### src/logic/plm_defs.svh
// constants of the controller memory link: offsets, record layout, codes and timing
`ifndef PLM_DEFS_SVH
`define PLM_DEFS_SVH
// trigger words, relative to the configured head address
`define PLM_OFS_TRIG   16'h0004
`define PLM_OFS_ACK    16'h0005
`define PLM_OFS_TIME   16'h0006
// data record words, relative to record head a
`define PLM_REC_FLAG   7'h00
`define PLM_REC_ORIENT 7'h01
`define PLM_REC_DCNT   7'h02
`define PLM_REC_SCNT   7'h03
`define PLM_REC_TYPE   7'h04
`define PLM_REC_NDIG   7'h05
`define PLM_REC_CHAR0  7'h06
// character field limits
`define PLM_MAX_CHARS  7'h40
`define PLM_STD_CHARS  7'h20
// flag word values
`define PLM_FLAG_BUSY  16'h0001
`define PLM_FLAG_DONE  16'h0000
`define PLM_FLAG_FREE  16'h0002
`define PLM_FLAG_FULL  16'h0003
// handshake word values
`define PLM_ONE        16'h0001
`define PLM_ZERO       16'h0000
// bar code types
`define PLM_TYPE_ERR   16'h0007
`define PLM_TYPE_C128  4'h5
// read error code text
`define PLM_ERR_LEN    7'h05
`define PLM_ERR_C0     8'h45
`define PLM_ERR_C1     8'h52
`define PLM_ERR_C2     8'h4f
// timing and memory depth
`define PLM_STEP_MS    100
`define PLM_CLK_KHZ    40000
`define PLM_MEM_DEPTH  256
`endif

### src/logic/plm_pkg.sv
// types shared by both ends of the controller memory link
package plm_pkg;
   typedef logic [15:0] plm_word_t;
   typedef enum {
      PLM_IDLE, PLM_RW, PLM_TRIG, PLM_OSRD, PLM_OSTIME, PLM_HEAD, PLM_FLAG, PLM_WR, PLM_FIN
   } plm_dev_state_t;
   typedef enum {
      PLM_C_IDLE, PLM_C_TIME, PLM_C_CLR5, PLM_C_SET4, PLM_C_WAIT, PLM_C_CLR5B, PLM_C_REL
   } plm_ctl_state_t;
endpackage

### src/logic/plm_link_if.sv
// word access link from the reader into the controller memory
`timescale 1ns/10ps
interface plm_link_if (
   input wire logic clock     // common clock
);
   plm_pkg::plm_word_t addr;    // word address
   plm_pkg::plm_word_t wdata;   // write data
   plm_pkg::plm_word_t rdata;   // read data, cycle after re
   logic               we;      // write strobe
   logic               re;      // read strobe
   modport reader (input clock, output addr, output wdata, output we, output re, input rdata);
   modport controller (input clock, input addr, input wdata, input we, input re, output rdata);
endinterface

### src/logic/plm_reader_end.sv
// reader end: polls trigger words and writes data records into controller memory
//
// Our own choices: the placing of the registers and the strobed register port.
`timescale 1ns/10ps
`include "plm_defs.svh"
module plm_reader_end #(
   parameter int unsigned STEP_CYCLES = `PLM_STEP_MS * `PLM_CLK_KHZ  // cycles per 100 ms step
) (
   input  wire logic              clock,         // 40 MHz clock
   input  wire logic              rst_n,         // synchronous reset, active low
   plm_link_if.reader             link,          // memory link
   input  wire plm_pkg::plm_word_t head_base,    // configured head address
   input  wire logic              trig_area_en,  // trigger words in use
   input  wire logic              oneshot_mode,  // one-shot trigger, else level
   input  wire logic              multi_label,   // multi-label read mode 3
   input  wire logic [3:0]        type_set,      // label types configured
   input  wire logic              flag_seq,      // sequential flag mode
   input  wire logic [7:0]        preset_steps,  // preset scan time in steps
   input  wire logic              char_we,       // character store strobe
   input  wire logic [5:0]        char_idx,      // character position
   input  wire logic [7:0]        char_data,     // character code
   input  wire logic              res_valid,     // result offered
   input  wire logic [1:0]        res_label,     // label number
   input  wire logic              res_err,       // read failure
   input  wire plm_pkg::plm_word_t res_orient,   // label orientation
   input  wire plm_pkg::plm_word_t res_dcount,   // decode count
   input  wire plm_pkg::plm_word_t res_scount,   // scan count
   input  wire logic [3:0]        res_type,      // bar code type
   input  wire logic [6:0]        res_ndig,      // digit count
   input  wire logic              res_start_c,   // code 128 starts in subset c
   output logic                   res_ready,     // result can be taken
   output logic                   laser_on,      // scanning with laser on
   output logic                   os_active      // one-shot scan time running
);
   import plm_pkg::*;

   localparam logic [21:0] STEP_LAST = 22'(STEP_CYCLES - 1);

   plm_dev_state_t state;
   plm_dev_state_t rd_ret;
   logic [7:0]     chars [0:63];
   logic           pend;
   logic           err_r;
   logic           use_err;
   plm_word_t      orient_r;
   plm_word_t      dcnt_r;
   plm_word_t      scnt_r;
   logic [3:0]     type_r;
   logic [6:0]     ndig_r;
   logic [1:0]     lab_r;
   logic           last_trig;
   logic           lvl_on;
   logic           os_due;
   logic           os_load;
   logic [7:0]     os_steps;
   logic [7:0]     steps;
   logic [21:0]    sub;
   logic           os_fire;
   plm_word_t      head;
   logic [6:0]     wi;
   plm_word_t      next_word;

   // error text character by position
   function automatic logic [7:0] err_char(input logic [5:0] i);
      case (i)
         6'h00:   err_char = `PLM_ERR_C0;
         6'h03:   err_char = `PLM_ERR_C2;
         default: err_char = `PLM_ERR_C1;
      endcase
   endfunction

   // record length, last word index, digit limit and skip decision
   wire            take     = res_valid && res_ready;
   wire [6:0]      lim      = (res_type == `PLM_TYPE_C128 && res_start_c) ? `PLM_MAX_CHARS : `PLM_STD_CHARS;
   wire [6:0]      cap_ndig = (res_ndig > lim) ? lim : res_ndig;
   wire [6:0]      rec_len  = use_err ? `PLM_ERR_LEN : ndig_r;
   wire [6:0]      last_wi  = 7'(`PLM_REC_NDIG + rec_len);
   wire [5:0]      ci       = 6'(wi - `PLM_REC_CHAR0);
   wire [1:0]      lab_use  = multi_label ? lab_r : 2'h0;
   wire            drop     = pend && multi_label && !type_set[lab_r];
   wire            rec_due  = os_due || (pend && !oneshot_mode);
   wire [7:0]      os_pick  = (link.rdata[7:0] == 8'h00) ? preset_steps : link.rdata[7:0];

   // word written at each record position
   always_comb begin
      case (wi)
         `PLM_REC_FLAG:   next_word = `PLM_FLAG_BUSY;
         `PLM_REC_ORIENT: next_word = use_err ? `PLM_ZERO : orient_r;
         `PLM_REC_DCNT:   next_word = use_err ? `PLM_ZERO : dcnt_r;
         `PLM_REC_SCNT:   next_word = use_err ? `PLM_ZERO : scnt_r;
         `PLM_REC_TYPE:   next_word = use_err ? `PLM_TYPE_ERR : {12'h000, type_r};
         `PLM_REC_NDIG:   next_word = {9'h000, rec_len};
         default:         next_word = {8'h00, use_err ? err_char(ci) : chars[ci]};
      endcase
   end

   // character store, locked while a result is held or written
   genvar g;
   generate
      for (g = 0; g < 64; g = g + 1) begin : g_char
         always_ff @(posedge clock) begin
            if (!rst_n) begin
               chars[g] <= 8'h00;
            end else if (char_we && res_ready && char_idx == 6'(g)) begin
               chars[g] <= char_data;
            end
         end
      end
   endgenerate

   // one-shot scan timer in 100 ms steps
   always_ff @(posedge clock) begin
      os_fire <= 1'b0;
      if (!rst_n) begin
         os_active <= 1'b0;
         steps     <= 8'h00;
         sub       <= 22'h000000;
      end else if (os_load) begin
         os_active <= 1'b1;
         steps     <= os_steps;
         sub       <= STEP_LAST;
      end else if (os_active) begin
         if (sub != 22'h000000) begin
            sub <= sub - 22'h000001;
         end else if (steps <= 8'h01) begin
            os_active <= 1'b0;
            os_fire   <= 1'b1;
         end else begin
            steps <= steps - 8'h01;
            sub   <= STEP_LAST;
         end
      end
   end

   // laser follows the level trigger or the one-shot timer
   always_ff @(posedge clock) begin
      if (!rst_n) begin
         laser_on <= 1'b0;
      end else begin
         laser_on <= oneshot_mode ? os_active : lvl_on;
      end
   end

   // link master: trigger polling and record writing
   always_ff @(posedge clock) begin
      if (!rst_n) begin
         state      <= PLM_IDLE;
         rd_ret     <= PLM_IDLE;
         link.addr  <= 16'h0000;
         link.wdata <= 16'h0000;
         link.we    <= 1'b0;
         link.re    <= 1'b0;
         pend       <= 1'b0;
         res_ready  <= 1'b1;
         err_r      <= 1'b0;
         use_err    <= 1'b0;
         orient_r   <= 16'h0000;
         dcnt_r     <= 16'h0000;
         scnt_r     <= 16'h0000;
         type_r     <= 4'h0;
         ndig_r     <= 7'h00;
         lab_r      <= 2'h0;
         last_trig  <= 1'b0;
         lvl_on     <= 1'b0;
         os_due     <= 1'b0;
         os_load    <= 1'b0;
         os_steps   <= 8'h00;
         head       <= 16'h0000;
         wi         <= 7'h00;
      end else begin
         link.we <= 1'b0;
         link.re <= 1'b0;
         os_load <= 1'b0;
         if (take) begin
            pend      <= 1'b1;
            res_ready <= 1'b0;
            err_r     <= res_err;
            orient_r  <= res_orient;
            dcnt_r    <= res_dcount;
            scnt_r    <= res_scount;
            type_r    <= res_type;
            ndig_r    <= cap_ndig;
            lab_r     <= res_label;
         end
         case (state)
            PLM_IDLE: begin
               if (drop && !take) begin
                  pend      <= 1'b0;
                  res_ready <= 1'b1;
                  os_due    <= 1'b0;
               end else if (rec_due && !take) begin
                  res_ready <= 1'b0;
                  use_err   <= !pend || err_r;
                  link.addr <= head_base + 16'(lab_use);
                  link.re   <= 1'b1;
                  rd_ret    <= PLM_HEAD;
                  state     <= PLM_RW;
               end else if (trig_area_en) begin
                  link.addr <= head_base + `PLM_OFS_TRIG;
                  link.re   <= 1'b1;
                  rd_ret    <= PLM_TRIG;
                  state     <= PLM_RW;
               end
            end
            PLM_RW: begin
               state <= rd_ret;
            end
            PLM_TRIG: begin
               state <= PLM_IDLE;
               if (!oneshot_mode && link.rdata[0] != last_trig) begin
                  last_trig  <= link.rdata[0];
                  lvl_on     <= link.rdata[0];
                  link.addr  <= head_base + `PLM_OFS_ACK;
                  link.wdata <= `PLM_ONE;
                  link.we    <= 1'b1;
               end else if (oneshot_mode && link.rdata == `PLM_ONE) begin
                  link.addr  <= head_base + `PLM_OFS_TRIG;
                  link.wdata <= `PLM_ZERO;
                  link.we    <= 1'b1;
                  state      <= PLM_OSRD;
               end
            end
            PLM_OSRD: begin
               link.addr <= head_base + `PLM_OFS_TIME;
               link.re   <= 1'b1;
               rd_ret    <= PLM_OSTIME;
               state     <= PLM_RW;
            end
            PLM_OSTIME: begin
               os_steps <= (os_pick == 8'h00) ? 8'h01 : os_pick;
               os_load  <= 1'b1;
               state    <= PLM_IDLE;
            end
            PLM_HEAD: begin
               head <= link.rdata;
               if (flag_seq) begin
                  link.addr <= link.rdata;
                  link.re   <= 1'b1;
                  rd_ret    <= PLM_FLAG;
                  state     <= PLM_RW;
               end else begin
                  wi    <= `PLM_REC_FLAG;
                  state <= PLM_WR;
               end
            end
            PLM_FLAG: begin
               if (link.rdata == `PLM_FLAG_FREE) begin
                  wi    <= `PLM_REC_ORIENT;
                  state <= PLM_WR;
               end else begin
                  res_ready <= !pend;
                  state     <= PLM_IDLE;
               end
            end
            PLM_WR: begin
               link.addr  <= head + 16'(wi);
               link.wdata <= next_word;
               link.we    <= 1'b1;
               if (wi == last_wi) begin
                  state <= PLM_FIN;
               end else begin
                  wi <= wi + 7'h01;
               end
            end
            PLM_FIN: begin
               link.addr  <= head;
               link.wdata <= flag_seq ? `PLM_FLAG_FULL : `PLM_FLAG_DONE;
               link.we    <= 1'b1;
               pend       <= 1'b0;
               res_ready  <= 1'b1;
               os_due     <= 1'b0;
               state      <= PLM_IDLE;
            end
            default: begin
               state <= PLM_IDLE;
            end
         endcase
         if (os_fire) begin
            os_due <= 1'b1;
         end
      end
   end
endmodule
### src/flat_wrapper.sv
// flat-port wrapper written by rule: the top's interface ports become plain ports
module plm_reader_end_flat import plm_pkg::*;
#(
   parameter int unsigned STEP_CYCLES = `PLM_STEP_MS * `PLM_CLK_KHZ                           
)
  (clock, rst_n, head_base, trig_area_en, oneshot_mode, multi_label, type_set, flag_seq, preset_steps, char_we, char_idx, char_data, res_valid, res_label, res_err, res_orient, res_dcount, res_scount, res_type, res_ndig, res_start_c, res_ready, laser_on, os_active, link_addr, link_wdata, link_we, link_re, link_rdata);
  plm_link_if link_i (.clock(clock));
  input  wire logic clock;
  input  wire logic rst_n;
  input  wire plm_pkg::plm_word_t head_base;
  input  wire logic trig_area_en;
  input  wire logic oneshot_mode;
  input  wire logic multi_label;
  input  wire logic [3:0] type_set;
  input  wire logic flag_seq;
  input  wire logic [7:0] preset_steps;
  input  wire logic char_we;
  input  wire logic [5:0] char_idx;
  input  wire logic [7:0] char_data;
  input  wire logic res_valid;
  input  wire logic [1:0] res_label;
  input  wire logic res_err;
  input  wire plm_pkg::plm_word_t res_orient;
  input  wire plm_pkg::plm_word_t res_dcount;
  input  wire plm_pkg::plm_word_t res_scount;
  input  wire logic [3:0] res_type;
  input  wire logic [6:0] res_ndig;
  input  wire logic res_start_c;
  output logic res_ready;
  output logic laser_on;
  output logic os_active;
  output wire logic [$bits(link_i.addr)-1:0] link_addr;
  output wire logic [$bits(link_i.wdata)-1:0] link_wdata;
  output wire logic [$bits(link_i.we)-1:0] link_we;
  output wire logic [$bits(link_i.re)-1:0] link_re;
  input wire logic [$bits(link_i.rdata)-1:0] link_rdata;
  assign link_addr = link_i.addr;
  assign link_wdata = link_i.wdata;
  assign link_we = link_i.we;
  assign link_re = link_i.re;
  assign link_i.rdata = link_rdata;
  plm_reader_end #(.STEP_CYCLES(STEP_CYCLES)) u_core (.clock(clock), .rst_n(rst_n), .link(link_i), .head_base(head_base), .trig_area_en(trig_area_en), .oneshot_mode(oneshot_mode), .multi_label(multi_label), .type_set(type_set), .flag_seq(flag_seq), .preset_steps(preset_steps), .char_we(char_we), .char_idx(char_idx), .char_data(char_data), .res_valid(res_valid), .res_label(res_label), .res_err(res_err), .res_orient(res_orient), .res_dcount(res_dcount), .res_scount(res_scount), .res_type(res_type), .res_ndig(res_ndig), .res_start_c(res_start_c), .res_ready(res_ready), .laser_on(laser_on), .os_active(os_active));
endmodule
### config.mk
export PLATFORM = sky130hd
export DESIGN_NAME = plm_reader_end_flat
export DESIGN_NICKNAME = d
export VERILOG_FILES = /design/src/logic/plm_pkg.sv /design/src/logic/plm_link_if.sv /design/src/logic/plm_reader_end.sv /design/src/flat_wrapper.sv
export VERILOG_INCLUDE_DIRS = /design/src /design/src/logic
export SDC_FILE = /design/constraint.sdc
export NUM_CORES = 1
export LEC_CHECK = 0
export BUFFER_PORTS_ARGS = -buffer_cell sky130_fd_sc_hd__buf_2
export CELL_PAD_IN_SITES_DETAIL_PLACEMENT = 1
export CELL_PAD_IN_SITES_GLOBAL_PLACEMENT = 1
export CORE_UTILIZATION = 30
export CTS_CLUSTER_SIZE = 16
export DETAILED_ROUTE_END_ITERATION = 8
export PLACE_DENSITY_LB_ADDON = 0.1
export SLEW_MARGIN = 20
export SYNTH_ARGS = -nofsm -noshare
export SYNTH_HDL_FRONTEND = slang
export SYNTH_SLANG_ARGS = --single-unit
export TNS_END_PERCENT = 50
### constraint.sdc
create_clock -name clock -period 9.2 [get_ports clock]
set_clock_uncertainty 0.05 [all_clocks]
set_input_delay 1.38 -clock clock [delete_from_list [all_inputs] [get_ports clock]]
set_output_delay 1.38 -clock clock [all_outputs]
set_load 0.02 [all_outputs]
==> Yosys cells after proc, flatten, opt, wreduce, memory -nomap -nowiden <==
Memories as Yosys holds them, arrays and structs flattened.
Index checks and enable logic that the tools add are counted.
{ "totals": {"ff_bits": 230, "mem_bits_rw": 512, "in_bits": 129, "out_inout_bits": 37, "n_memories": 1} }
{ "classes": {"addsub": 10, "n_lt_le_gt_ge": 3, "n_eq_ne": 95, "mux": 335, "bitwise_logic": 67, "n_reduce_logical": 107} }
{ "memory_table": {"columns": ["memory", "depth", "word_bits", "read_ports", "rd_clocked_by_memory_dff", "write_ports", "line_no", "rtl"], "rows": [
  ["u_core.chars", 64, 8, 1, 0, 64, "plm_reader_end.sv:41", "logic [7:0] chars [0:63];"]
]} }
{ "op_table": {"columns": ["operator", "count"], "rows": [
  ["2-to-1 mux 8 bit", 71],
  ["2-to-1 mux 32 bit", 9],
  ["one-hot mux 32 bit (7 select lines)", 1],
  ["2-to-1 mux 1 bit", 215],
  ["== test 6 bit (second input constant)", 32],
  ["one-hot mux 16 bit (6 select lines)", 2],
  ["2-to-1 mux 16 bit", 11],
  ["== test 32 x 3 -> 1 bit (second input constant)", 4],
  ["== test 6 x 5 -> 1 bit (second input constant)", 16],
  ["one-hot mux 32 bit (3 select lines)", 1],
  ["2-to-1 mux 22 bit", 4],
  ["logical AND 1 bit", 74],
  ["== test 32 x 2 -> 1 bit (second input constant)", 2],
  ["bitwise OR 1 bit", 64],
  ["adder 16 x 3 -> 16 bit (second input constant)", 3],
  ["== test 6 x 4 -> 1 bit (second input constant)", 8],
  ["one-hot mux 16 bit (3 select lines)", 1],
  ["2-to-1 mux 7 bit", 6],
  ["== test 32 x 1 -> 1 bit (second input constant)", 1],
  ["== test 32 x 4 -> 1 bit (second input constant)", 1],
  ["logical NOT 32 bit", 1],
  ["== test 6 x 3 -> 1 bit (second input constant)", 4],
  ["nonzero test 22 bit", 1],
  ["subtractor 22 x 1 -> 22 bit (second input constant)", 1],
  ["46 further kinds", 84]
]} }

==> Longest topological paths before layout <==
{ "depth": {"ltp_word": 8, "ltp_mapped": 14, "mapped_depth_nobuf": 10} }

==> Least setup slack after synthesis <==
OpenSTA, ideal clock, no wires.
{ "synth_path": {"path_kind": "input to register", "startpoint": "input link_rdata[4]", "endpoint": "register u_core.link.addr[7]", "arrival_ps": 3397, "path_slack_ps": 5634, "stages": 7, "path_cell_list": "nor4_1 > nand2_1 > or4_1 > a221oi_1 > clkbuf_1 > o21ai_0 > o221a_2"} }
{ "synth_via": {"elab_chain_cells": 4} }
{ "synth_lines": {"columns": ["element", "line_no", "rtl"], "rows": [
  ["from (decl)", "flat_wrapper.sv:36", "input wire logic [$bits(link_i.rdata)-1:0] link_rdata;"],
  ["== test 16 x 1 -> 1 bit (no source line)", null, null],
  ["logical AND 1 bit (no source line)", null, null],
  ["!= test 3 x 1 -> 1 bit (no source line)", null, null],
  ["AND reduction 5 bit (no source line)", null, null],
  ["to (signal assigned)", "plm_reader_end.sv:194", "link.addr <= head_base + 16'(lab_use);"],
  ["to (signal assigned)", "plm_reader_end.sv:199", "link.addr <= head_base + `PLM_OFS_TRIG;"],
  ["to (signal assigned)", "plm_reader_end.sv:213", "link.addr <= head_base + `PLM_OFS_ACK;"],
  ["to (decl)", "plm_link_if.sv:11", "modport reader (input clock, output addr, output wdata, output we, output re, input rdata);"]
]} }
Every way passes these cells.
A chain may end at the register's enable or synchronous reset.

==> Final worst setup path <==
{ "layout_path": {"startpoint": "register u_core.wi[1]", "endpoint": "register u_core.link.wdata[1]"} }
{ "layout_via": {"elab_chain_cells": 6, "word_cells_on_any_way": 14, "classes_between": "1 x add/sub; 6 x eq/ne; 4 x mux; 2 x reduce/logical; 1 x memory"} }
{ "layout_lines": {"columns": ["element", "line_no", "rtl"], "rows": [
  ["from (decl)", "plm_reader_end.sv:60", "logic [6:0] wi;"],
  ["from (signal assigned)", "plm_reader_end.sv:242", "wi <= `PLM_REC_FLAG;"],
  ["from (signal assigned)", "plm_reader_end.sv:248", "wi <= `PLM_REC_ORIENT;"],
  ["from (signal assigned)", "plm_reader_end.sv:262", "wi <= wi + 7'h01;"],
  ["parallel branches: the longest is 4 deep, another holds memory (64 x 8 bit)", null, null],
  ["one-hot mux 16 bit (6 select lines) *", "plm_reader_end.sv:86", "case (wi)"],
  ["one-hot mux 16 bit (3 select lines) *", "plm_reader_end.sv:185", "case (state)"],
  ["to (signal assigned)", "plm_reader_end.sv:214", "link.wdata <= `PLM_ONE;"],
  ["to (signal assigned)", "plm_reader_end.sv:218", "link.wdata <= `PLM_ZERO;"],
  ["to (signal assigned)", "plm_reader_end.sv:257", "link.wdata <= next_word;"],
  ["to (decl)", "plm_link_if.sv:11", null]
]} }
Every way passes the cells marked *.

==> results.sh <==
export IMPL_wirelength_mm=114
export IMPL_yosysSeqAreaShare_pct=56.6
export IMPL_worstSkewPairLatency_ps=660
export IMPL_reg2reg_from="u_core.wi[1]$_SDFFE_PN0P_"
export IMPL_clkSlewWorstSetupHoldPaths_ps=60
export IMPL_period_minus_slack_ps=4340
export IMPL_max_slew_margin_pct=24.5
export IMPL_viasPerCell=5.21
export IMPL_final_util_pct=35.4
export IMPL_slew_viol_final=0
export IMPL_crit_path_start_kind="flip-flop"
export IMPL_ys_ff_latch=685
export IMPL_setup_viol=0
export IMPL_multi_input_comb_area_sq_mm=0.0136
export IMPL_holdBufCountCts=0
export IMPL_crit_fanout=31
export IMPL_grt_pass1_wl_mm=169
export IMPL_avgSynthCellArea_sq_um=11.9
export IMPL_routedWlPerCell_um=25.3
export IMPL_first_pass_iters=6
export IMPL_seq_area_sq_mm=0.0188
export IMPL_cts_htree_levels=3
export IMPL_ios=166
export IMPL_die_x_um=335
export IMPL_worstPathRequired_ps=9710
export IMPL_fin_setup_tns_ps=0
export IMPL_timing_fmax_ghz=0.230
export IMPL_cts_root_buf="clkbuf_16"
export IMPL_first_global_vias=25300
export IMPL_syn_inst=2808
export IMPL_cp_endpoint="u_core.link.wdata[1]$_SDFFE_PN0P_"
export IMPL_worst_pin_slew_ps=1130
export IMPL_async_reset_ff_share_pct=0
export IMPL_cts_sinks=685
export IMPL_synth_area_sq_mm=0.0333
export IMPL_final_cells=4506
export IMPL_regToRegSetupSlack_ps=4860
export IMPL_rsz0062_at_grt="no"
export IMPL_final_common_cell="and2_1"
export IMPL_p_total_mw=7.20
export IMPL_fin_nets=3116
export IMPL_finalHoldViolCount=0
export IMPL_place_congestion=0.834
export IMPL_layout_setup_ws_ps=4860
export IMPL_fill_cells=11800
export IMPL_postCtsSetupBuffers=0
export IMPL_dp_cells=4348
export IMPL_outcome="finished, final reports clean"
export IMPL_design_core_area_sq_mm=0.109
export IMPL_initial_core_util_pct=30.4
export IMPL_min_path_type="flip-flop to flip-flop"
export IMPL_num_rows=121
export IMPL_synth_cell_type_count=76
export IMPL_grt_max_degree=86
export IMPL_pre_cts_ws_ps=4170
export IMPL_postPlaceCellArea_sq_mm=0.0360
export IMPL_crit_path_start="u_core.wi[1]$_SDFFE_PN0P_"
export IMPL_mostFrequentLayoutCells="and2_1, edfxtp_1, nand2_1"
export IMPL_synth_ff_type="edfxtp_1"
export IMPL_path_class="flip-flop to flip-flop"
export IMPL_ir_drop_v=0.000120
export IMPL_worst_r2r_path_depth=10
export IMPL_final_cell_area_sq_mm=0.0387
export IMPL_drive_gt1_share_pct=18.7
export IMPL_vias=23500
export IMPL_drt_iter0_drc=1733
export IMPL_area_delta_synth_final_pct=16.3
export IMPL_r2r_end="u_core.link.wdata[1]$_SDFFE_PN0P_"
export IMPL_ys_warn_count=0
export IMPL_grt_antenna_before_repair=0
export IMPL_post_dp_hpwl_mm=75.7
export IMPL_end_kind="flip-flop"
export IMPL_synth_edff_count=512
export IMPL_p_leak_nw=13.9
export IMPL_cts_tree="yes"
export IMPL_ant_nets=0
export IMPL_maxCapViolCount=0
export IMPL_holdWs_ps=406
export IMPL_dieArea_sq_mm=0.112
export IMPL_clock_path_buffers=3
export IMPL_drcViolationCount=0
export IMPL_die_height_um=335
export IMPL_gr_total_overflow=0
export IMPL_grt_use_total_pct=20.2
export IMPL_syn_nets=2964
export IMPL_cts_resized_gates=0
export IMPL_io_buffer_count=165
export IMPL_powerDensity_mw_per_mm2=186
export IMPL_min_period_over_period_pct=47.2
export IMPL_cp_arrival_ps=4850
export IMPL_cts_buffers=86
[layout make-up]
cell class | instances | share of cell area [%]
multi-input combinational | 1893 | 35.2
sequential | 685 | 48.7
antenna | 1 | 0.00646
timing repair buffer | 264 | 4.09
clock inverter | 46 | 0.805
tap | 1476 | 4.77
clock buffer | 111 | 6.12
inverter | 30 | 0.297
[how the worst min path moves through the flow]
stage,startpoint,endpoint,slack [ps],cells past startpoint
final,u_core.orient_r[9]$_SDFFE_PN0P_,u_core.orient_r[9]$_SDFFE_PN0P_,410,2
after global routing,u_core.orient_r[9]$_SDFFE_PN0P_,u_core.orient_r[9]$_SDFFE_PN0P_,430,2
after CTS,u_core.orient_r[9]$_SDFFE_PN0P_,u_core.orient_r[9]$_SDFFE_PN0P_,410,2
after detailed placement,u_core.scnt_r[10]$_SDFFE_PN0P_,u_core.scnt_r[10]$_SDFFE_PN0P_,400,2
after global placement,u_core.orient_r[13]$_SDFFE_PN0P_,u_core.orient_r[13]$_SDFFE_PN0P_,390,2
after floorplan,u_core.os_fire$_SDFF_PP0_,u_core.os_due$_SDFFE_PN0P_,380,1
[worst max-delay path, stage by stage, from the launching register on]
cell,delay [ps]
dfxtp_4,690
ha_1,220
buf_4,440
inv_1,510
nor2_1,650
buf_4,270
a22o_1,230
a221oi_1,120
a221oi_1,590
o21ai_0,220
a21oi_1,220
[state kept, by name (all words and copies together) (netlist names), 2 cells and up]
| register | flops |
|---|---|
| u_core.link.addr | 16 |
| u_core.rd_ret | 3 |
| u_core.os_steps | 8 |
| u_core.head | 16 |
| u_core.dcnt_r | 16 |
| u_core.ndig_r | 7 |
| u_core.type_r | 4 |
| u_core.chars | 512 |
| u_core.steps | 8 |
| u_core.link.wdata | 16 |
| u_core.sub | 22 |
| u_core.wi | 7 |
| u_core.lab_r | 2 |
| u_core.state | 4 |
| u_core.orient_r | 16 |
| u_core.scnt_r | 16 |
[kinds of logic after synthesis]
kind of cell,Yosys count,share of synthesized area (%)
AO/OA/AOI/OAI,483,9.09
AND/OR/NAND/NOR,1151,18.3
XOR/XNOR,67,1.81
multiplexers,165,10.5
flip-flops,685,56.6
buffers and inverters,230,2.63
adder cells (fa/ha/maj),27,1.06
[power by group]
| part | internal, mW | leakage, nW | total [mW] | switching, mW |
|---|---|---|---|---|
| registers | 3.42 | 6.75 | 3.47 | 0.0517 |
| clock network | 1.90 | 1.33 | 3.27 | 1.37 |
| logic | 0.148 | 5.82 | 0.462 | 0.314 |
| total | 5.46 | 13.9 | 7.20 | 1.74 |
[per-layer routing]
layer,wire [um],part of all wire [%],global-route usage (%),vias to the layer above
met4,2710,2.4,5.44,0
met5,0,0,0,-
met3,4690,4.1,2.99,145
li1,-,-,-,10600
met1,50200,44,26.3,12200
met2,56200,49,34.9,532
[synth_stat cells, drive strengths merged (14+ instances only)]
master | instances | area share (%)
nand2 | 254 | 2.9
a211oi | 15 | 0.34
clkbuf | 161 | 1.8
buf | 39 | 0.48
a31oi | 20 | 0.38
and2 | 522 | 9.8
xnor2 | 40 | 1.1
a222oi | 18 | 0.54
a21oi | 168 | 2.5
nand3 | 48 | 0.72
dfxtp | 173 | 10
nor2 | 175 | 2.0
nand2b | 14 | 0.26
nor3 | 37 | 0.57
a221oi | 18 | 0.47
nor4 | 18 | 0.38
mux4 | 148 | 10
o21ai | 125 | 1.9
o211ai | 15 | 0.34
ha | 25 | 0.94
mux2i | 17 | 0.51
xor2 | 26 | 0.68
inv | 30 | 0.34
nand4 | 14 | 0.26
edfxtp | 512 | 46
No activity file was read; power rests on OpenSTA's default activity.
